File: config.mk
export PLATFORM = sky130hd
export DESIGN_NAME = boundary_scan_test_port
export DESIGN_NICKNAME = d
export VERILOG_FILES = /design/src/rtl/scan_tap_fsm.v /design/src/rtl/boundary_scan_test_port.v
export VERILOG_INCLUDE_DIRS = /design/src /design/src/rtl
export SDC_FILE = /design/constraint.sdc
export NUM_CORES = 1
export LEC_CHECK = 0
export ABC_CLOCK_PERIOD_IN_PS = 1900
export BUFFER_PORTS_ARGS = -buffer_cell sky130_fd_sc_hd__buf_2
export CAP_MARGIN = 20
export CORE_ASPECT_RATIO = 0.8
export CORE_MARGIN = 2
export CORE_UTILIZATION = 30
export CTS_CLUSTER_SIZE = 12
export DETAILED_ROUTE_END_ITERATION = 12
export PLACE_DENSITY = 0.46
export SLEW_MARGIN = 20
export SYNTH_ARGS = -nofsm -noshare
export SYNTH_HDL_FRONTEND = slang
export SYNTH_SLANG_ARGS = --single-unit
File: constraint.sdc
create_clock -name sys_clk -period 1.9 [get_ports sys_clk]
set_input_delay 0.19 -clock sys_clk [delete_from_list [all_inputs] [get_ports sys_clk]]
set_output_delay 0.19 -clock sys_clk [all_outputs]
set_load 0.02 [all_outputs]
File: src/rtl/scan_port_regs.vh
// constants for the boundary-scan test port: instruction codes, identity layout, controller state codes
// assumes inclusion by bare name from the port's design files
`ifndef SCAN_PORT_REGS_VH
`define SCAN_PORT_REGS_VH
`define IR_WIDTH        4
`define INS_EXTEST      4'h0
`define INS_SAMPLE      4'h1
`define INS_IDCODE      4'h2
`define INS_CLAMP       4'h3
`define INS_FLOAT       4'h4
`define INS_BYPASS      4'hf
`define IR_CAPTURE_VAL  4'h1
`define ID_WIDTH        32
`define ID_REVISION     4'h0
`define ID_PRESENT      1'h1
// state codes of the sixteen-state controller
`define ST_RESET        4'hf
`define ST_IDLE         4'hc
`define ST_SEL_DR       4'h7
`define ST_CAP_DR       4'h6
`define ST_SHIFT_DR     4'h2
`define ST_EXIT1_DR     4'h1
`define ST_PAUSE_DR     4'h3
`define ST_EXIT2_DR     4'h0
`define ST_UPD_DR       4'h5
`define ST_SEL_IR       4'h4
`define ST_CAP_IR       4'he
`define ST_SHIFT_IR     4'ha
`define ST_EXIT1_IR     4'h9
`define ST_PAUSE_IR     4'hb
`define ST_EXIT2_IR     4'h8
`define ST_UPD_IR       4'hd
`endif

File: src/rtl/scan_tap_fsm.v
// sixteen-state test controller, advanced on a one-cycle test clock rise strike
// assumes tckRise and tmsIn are already synchronised to sys_clk
`timescale 1ns/10ps
`include "scan_port_regs.vh"
module scan_tap_fsm (
	input  wire       sys_clk,
	input  wire       reset_n,
	input  wire       tapReset,
	input  wire       tckRise,
	input  wire       tmsIn,
	output reg  [3:0] tapState_q
);
	reg [3:0] tapState_d;

	always @* begin
		tapState_d = tapState_q;
		case (tapState_q)
			`ST_RESET:    tapState_d = tmsIn ? `ST_RESET : `ST_IDLE;
			`ST_IDLE:     tapState_d = tmsIn ? `ST_SEL_DR : `ST_IDLE;
			`ST_SEL_DR:   tapState_d = tmsIn ? `ST_SEL_IR : `ST_CAP_DR;
			`ST_CAP_DR:   tapState_d = tmsIn ? `ST_EXIT1_DR : `ST_SHIFT_DR;
			`ST_SHIFT_DR: tapState_d = tmsIn ? `ST_EXIT1_DR : `ST_SHIFT_DR;
			`ST_EXIT1_DR: tapState_d = tmsIn ? `ST_UPD_DR : `ST_PAUSE_DR;
			`ST_PAUSE_DR: tapState_d = tmsIn ? `ST_EXIT2_DR : `ST_PAUSE_DR;
			`ST_EXIT2_DR: tapState_d = tmsIn ? `ST_UPD_DR : `ST_SHIFT_DR;
			`ST_UPD_DR:   tapState_d = tmsIn ? `ST_SEL_DR : `ST_IDLE;
			`ST_SEL_IR:   tapState_d = tmsIn ? `ST_RESET : `ST_CAP_IR;
			`ST_CAP_IR:   tapState_d = tmsIn ? `ST_EXIT1_IR : `ST_SHIFT_IR;
			`ST_SHIFT_IR: tapState_d = tmsIn ? `ST_EXIT1_IR : `ST_SHIFT_IR;
			`ST_EXIT1_IR: tapState_d = tmsIn ? `ST_UPD_IR : `ST_PAUSE_IR;
			`ST_PAUSE_IR: tapState_d = tmsIn ? `ST_EXIT2_IR : `ST_PAUSE_IR;
			`ST_EXIT2_IR: tapState_d = tmsIn ? `ST_UPD_IR : `ST_SHIFT_IR;
			`ST_UPD_IR:   tapState_d = tmsIn ? `ST_SEL_DR : `ST_IDLE;
			default:      tapState_d = `ST_RESET;
		endcase
	end

	always @(posedge sys_clk) begin
		if (!reset_n || tapReset)
			tapState_q <= `ST_RESET;
		else if (tckRise)
			tapState_q <= tapState_d;
	end
endmodule // scan_tap_fsm

File: src/rtl/boundary_scan_test_port.v
// boundary-scan test access port: pin sampling, instruction decode, scan paths, output control
// assumes the test pins arrive asynchronously and sys_clk is far faster than the test clock
`timescale 1ns/10ps
`include "scan_port_regs.vh"
module boundary_scan_test_port #(
	parameter                  CELL_COUNT = 8,
	parameter [15:0]           PART_CODE  = 16'h1234, // arbitrary value
	parameter [10:0]           MAKER_CODE = 11'h055   // arbitrary value
) (
	input  wire                  sys_clk,
	input  wire                  reset_n,
	input  wire                  testClk,
	input  wire                  testModeSel,
	input  wire                  testDataIn,
	input  wire                  testReset_n,
	output reg                   testDataOut,
	output reg                   testDataOutEn_n,
	input  wire [CELL_COUNT-1:0] coreOut,
	input  wire [CELL_COUNT-1:0] coreOutEn_n,
	input  wire [CELL_COUNT-1:0] padIn,
	output reg  [CELL_COUNT-1:0] padOut,
	output reg  [CELL_COUNT-1:0] padOutEn_n,
	output wire [CELL_COUNT-1:0] coreIn
);
	// chain layout: padIn cells, then output value cells, then output enable cells
	localparam CHAIN_LEN = 3 * CELL_COUNT;

	reg [1:0] tckSync_q;
	reg [1:0] tmsSync_q;
	reg [1:0] tdiSync_q;
	reg [1:0] trstSync_q;
	reg       tckLast_q;

	wire tckRise = tckSync_q[1] & ~tckLast_q;
	wire tckFall = ~tckSync_q[1] & tckLast_q;
	wire tms     = tmsSync_q[1];
	wire tdi     = tdiSync_q[1];
	wire tapRst  = ~trstSync_q[1];

	always @(posedge sys_clk) begin
		if (!reset_n) begin
			tckSync_q  <= 2'h0;
			tmsSync_q  <= 2'h3;
			tdiSync_q  <= 2'h3;
			trstSync_q <= 2'h0;
			tckLast_q  <= 1'h0;
		end else begin
			tckSync_q  <= {tckSync_q[0], testClk};
			tmsSync_q  <= {tmsSync_q[0], testModeSel};
			tdiSync_q  <= {tdiSync_q[0], testDataIn};
			trstSync_q <= {trstSync_q[0], testReset_n};
			tckLast_q  <= tckSync_q[1];
		end
	end

	wire [3:0] tapState;

	scan_tap_fsm tapFsm (
		.sys_clk    (sys_clk),
		.reset_n    (reset_n),
		.tapReset   (tapRst),
		.tckRise    (tckRise),
		.tmsIn      (tms),
		.tapState_q (tapState)
	);

	reg [`IR_WIDTH-1:0]  irShift_q;
	reg [`IR_WIDTH-1:0]  irActive_q;
	reg                  bypass_q;
	reg [`ID_WIDTH-1:0]  idShift_q;
	reg [CHAIN_LEN-1:0]  chainShift_q;
	reg [CHAIN_LEN-1:0]  chainHold_q;

	wire inReset = (tapState == `ST_RESET);

	// which serial path and output pin mode the active instruction selects
	wire selChain = (irActive_q == `INS_EXTEST) || (irActive_q == `INS_SAMPLE);
	wire selId    = (irActive_q == `INS_IDCODE);
	wire forceOut = (irActive_q == `INS_EXTEST) || (irActive_q == `INS_CLAMP);
	wire floatOut = (irActive_q == `INS_FLOAT);

	wire [`ID_WIDTH-1:0] idValue = {`ID_REVISION, PART_CODE, MAKER_CODE, `ID_PRESENT};

	// parallel capture of pins and core-side drive
	wire [CHAIN_LEN-1:0] chainCapture = {coreOutEn_n, coreOut, padIn};

	always @(posedge sys_clk) begin
		if (!reset_n) begin
			irShift_q    <= `IR_CAPTURE_VAL;
			irActive_q   <= `INS_IDCODE;
			bypass_q     <= 1'h0;
			idShift_q    <= {`ID_WIDTH{1'h0}};
			chainShift_q <= {CHAIN_LEN{1'h0}};
			chainHold_q  <= {CHAIN_LEN{1'h1}};
		end else if (inReset) begin
			irActive_q <= `INS_IDCODE;
			irShift_q  <= `IR_CAPTURE_VAL;
		end else if (tckRise) begin
			case (tapState)
				`ST_CAP_IR:   irShift_q <= `IR_CAPTURE_VAL;
				`ST_SHIFT_IR: irShift_q <= {tdi, irShift_q[`IR_WIDTH-1:1]};
				`ST_UPD_IR:   irActive_q <= irShift_q;
				`ST_CAP_DR: begin
					bypass_q <= 1'h0;
					if (selId)
						idShift_q <= idValue;
					if (selChain)
						chainShift_q <= chainCapture;
				end
				`ST_SHIFT_DR: begin
					if (selChain)
						chainShift_q <= {tdi, chainShift_q[CHAIN_LEN-1:1]};
					else if (selId)
						idShift_q <= {tdi, idShift_q[`ID_WIDTH-1:1]};
					else
						bypass_q <= tdi;
				end
				`ST_UPD_DR: begin
					if (selChain)
						chainHold_q <= chainShift_q;
				end
				default: begin
				end
			endcase
		end
	end

	// serial out changes on the falling test clock edge
	reg serialBit;
	always @* begin
		if (tapState == `ST_SHIFT_IR)
			serialBit = irShift_q[0];
		else if (selChain)
			serialBit = chainShift_q[0];
		else if (selId)
			serialBit = idShift_q[0];
		else
			serialBit = bypass_q;
	end

	always @(posedge sys_clk) begin
		if (!reset_n) begin
			testDataOut     <= 1'h0;
			testDataOutEn_n <= 1'h1;
		end else if (tckFall) begin
			testDataOut     <= serialBit;
			testDataOutEn_n <= ~((tapState == `ST_SHIFT_IR) || (tapState == `ST_SHIFT_DR));
		end else if (inReset) begin
			testDataOutEn_n <= 1'h1;
		end
	end

	// output pins: normal, forced from held cells, or floated
	always @(posedge sys_clk) begin
		if (!reset_n) begin
			padOut     <= {CELL_COUNT{1'h0}};
			padOutEn_n <= {CELL_COUNT{1'h1}};
		end else if (floatOut) begin
			padOut     <= coreOut;
			padOutEn_n <= {CELL_COUNT{1'h1}};
		end else if (forceOut) begin
			padOut     <= chainHold_q[2*CELL_COUNT-1:CELL_COUNT];
			padOutEn_n <= chainHold_q[CHAIN_LEN-1:2*CELL_COUNT];
		end else begin
			padOut     <= coreOut;
			padOutEn_n <= coreOutEn_n;
		end
	end

	assign coreIn = padIn;
endmodule // boundary_scan_test_port

==> flow_summary_export.csv <==
group,metric,value,unit
detailed_routing,wl_per_cell,14.10,um
setup_path,crit_start,"irActive_q[2]$_SDFFE_PP0P_",
synth,async_flop_share,0,
grt,grt_max_degree,51,
clocking,holdBufCountCts,0,
synth,netlist-cell-type-count,41,
run,cap_violations,0,
synth,yosys_warnings,0,
power,power.internal,3.412,mW
synth,synth_edf_count,0,
sta,hold_ws,20.67,ps
final_layout,seq_area,2245,um2
grt,groute.usage.overall,0.1431,
status,outcome,"completed",
final_layout,fillers,1548,
final_layout,nets,638,
detailed_routing,dr.pass1.iters,4,
power,p_sw_frac,0.2375,
clocking,clk-insertion-delay-late,360,ps
power,p_total,4.474,mW
power,power_frac_clock,0.422,
die,core,15060,um2
min_path,hold_class,"in2reg",
die,std_cell_rows,40,
die,fp.dieW,143,um
clocking,ctsRootBufferMaster,"clkbuf_16",
synth,avgSynthCellArea,8.295,um2
grt,antenna_found_initial,0,
clocking,cts_sinks,112,
die,die_area,16470,um2
placed_design,io_buffers,55,
final_layout,final_area,5683,um2
sta,worst_pin_slew,474.0,ps
synth,yosys.area.top_type,"dfxtp_1",
sta,min_period,1867,ps
setup_path,critPathArrivalTime,2170,ps
power,power.switching,1.062,mW
synth,synth_fp_nets,589,
power,vdd_drop_max,441.6,uV
synth,synth_common_cells,"nand2_1, dfxtp_1, nand3_1, clkbuf_1, a21boi_0",
placed_design,place_congestion,0.7970,
setup_path,cp.required,2210,ps
synth,synthCells,559,
final_layout,syn_to_final_growth,22.56,%
sta,fmaxAchievable,0.5355,GHz
synth,ys_ff_latch,112,
grt,grt_pass1_vias,3728,
sta,hold_violations,0,
sta,fin_worst_skew,12.60,ps
setup_path,crit_type,"reg2reg",
final_layout,diodes,0,
power,power.share.combinational,0.045,
detailed_routing,drtIter0Drc,194,
clocking,cts_buffers,9,
die,initial_core_util,0.3078,
placed_design,dp_hpwl,7117,um
detailed_routing,via_count,3901,
power,pwr-share-seq,0.533,
final_layout,drive_above_1_share,0.2039,
die,die_y,115.2,um
setup_path,cp-end-kind,"flip-flop",
sta,setup_violations,0,
detailed_routing,via_per_inst,4.740,
detailed_routing,wl,11610,um
sta,relSlewSlack,0.6840,
clocking,cts_buffer_depth,2,
detailed_routing,drc,0,
clocking,cts_tree,"yes",
synth,yosys.cell_count.top_type,"nand2_1",
synth,ys.flop_type,"dfxtp_1",
setup_path,critical_path.max_fanout,12,
synth,syn_area,4637,um2
synth,netlist_top_cells_area,"dfxtp_1, nand2_1, nand3_1, o211a_1, a21boi_0",
power,p_per_area,787.3,nW/um2
final_layout,utilization,0.3772,
min_path,hold_start,"testDataIn",
setup_path,timing.rr.start,"irActive_q[2]$_SDFFE_PP0P_",
synth,yosysSeqAreaShare,0.4835,
clocking,htree_levels,3,
placed_design,place_area,5226,um2
grt,overflow,0,
setup_path,critPathLaunchType,"flip-flop",
detailed_routing,drtAntennaViolNets,0,
power,power.leakage,2.509,nW
die,io_pins,56,
synth,synth_top_area_frac,0.4835,
sta,fin_crit_sh,0.9829,
sta,drv_slew,0,
sta,setup_tns,0,ps
clocking,path_clk_slew,80,ps
final_layout,multi_input_area,2202,um2
grt,grt_first_pass_wirelength,18750,um
final timing paths:
check	to	slack (ps)	depth (start not counted)
max	chainShift_q[11]$_SDFFE_PN0P_	30	8
min	tdiSync_q[0]$_SDFF_PN1_	20	2
max reg2reg	chainShift_q[11]$_SDFFE_PN0P_	30	8
min reg2reg	tdiSync_q[1]$_SDFF_PN1_	420	1
worst max-delay path: stages (launching register included):
cell,delay (ps)
dfxtp_1,320
buf_4,150
or3_1,360
buf_4,170
nor4_4,220
buf_6,180
buf_6,130
clkbuf_16,160
o211a_1,140
through the flow:
stage               setup WS [ps]  cells
floorplan                   15.07    559
global placement           -5.209    801
detailed placement         -16.35    801
CTS                         10.87    817
global route               -33.84    823
finish                      32.53    823
registers in the layout, indices dropped and copies added (netlist names), 4 cells and up:
register           cells
chainHold_q           16
chainShift_q          24
idShift_q             32
irActive_q             4
irShift_q              4
padOut                 8
padOutEn_n             8
tapFsm.tapState_q      4
per-layer routing:
metal  global-route usage  vias to the layer above  wire [um]
met5                    0                        -          0
met4              0.04224                        0        154
met3              0.03332                       13        357
met2               0.2268                       51       5186
met1               0.1951                     1847       5907
li1                     -                     1990          -
cells by family after synthesis:
kind of cell,after synthesis,share of synthesized area
flops,112,0.4835
simple gates,300,0.3052
buf+inv,57,0.05693
xor+xnor,1,0.001889
compound gates,82,0.1373
mux,7,0.01511
power by group through the flow:
stage	combinational [mW]	clock (mW)	sequential (mW)
final	0.201	1.89	2.38
after CTS	0.204	1.96	2.38
after detailed placement	0.203	0	2.44
after floorplan	0.102	0	2.46
after global placement	0.203	0	2.44
after global routing	0.222	2.04	2.39
layout by cell type, fill, tap and decap left out, types with 7 or more instances in the layout:
cell       count
a21boi_0      24
a21oi_1        7
buf_2         55
buf_4         24
clkbuf_16     11
dfxtp_1      110
mux2i_1        7
nand2_1      143
nand2b_1       8
nand3_1       75
nor2_1        19
nor2b_1        8
nor3_2         7
nor3b_1       11
o211a_1       24
o21ai_0        9
layout make-up:
class / count / share of cell area
Timing Repair Buffer: 91 / 0.1162
Multi-Input combinational cell: 390 / 0.3875
Inverter: 4 / 0.002642
Clock inverter: 6 / 0.01035
Clock buffer: 10 / 0.04205
Tap cell: 210 / 0.04624
Sequential cell: 112 / 0.3950
repair_timing:
item | 4_1_cts | 5_1_grt
buffers inserted | 0 | 2
cloned | 0 | 4
endpoints found under the setup margin | 4 | 46
pin swaps | 0 | 1
gates resized for setup | 2 | 20
hold endpoints to repair | 0 | 0
Power figures use the tool's default switching activity.
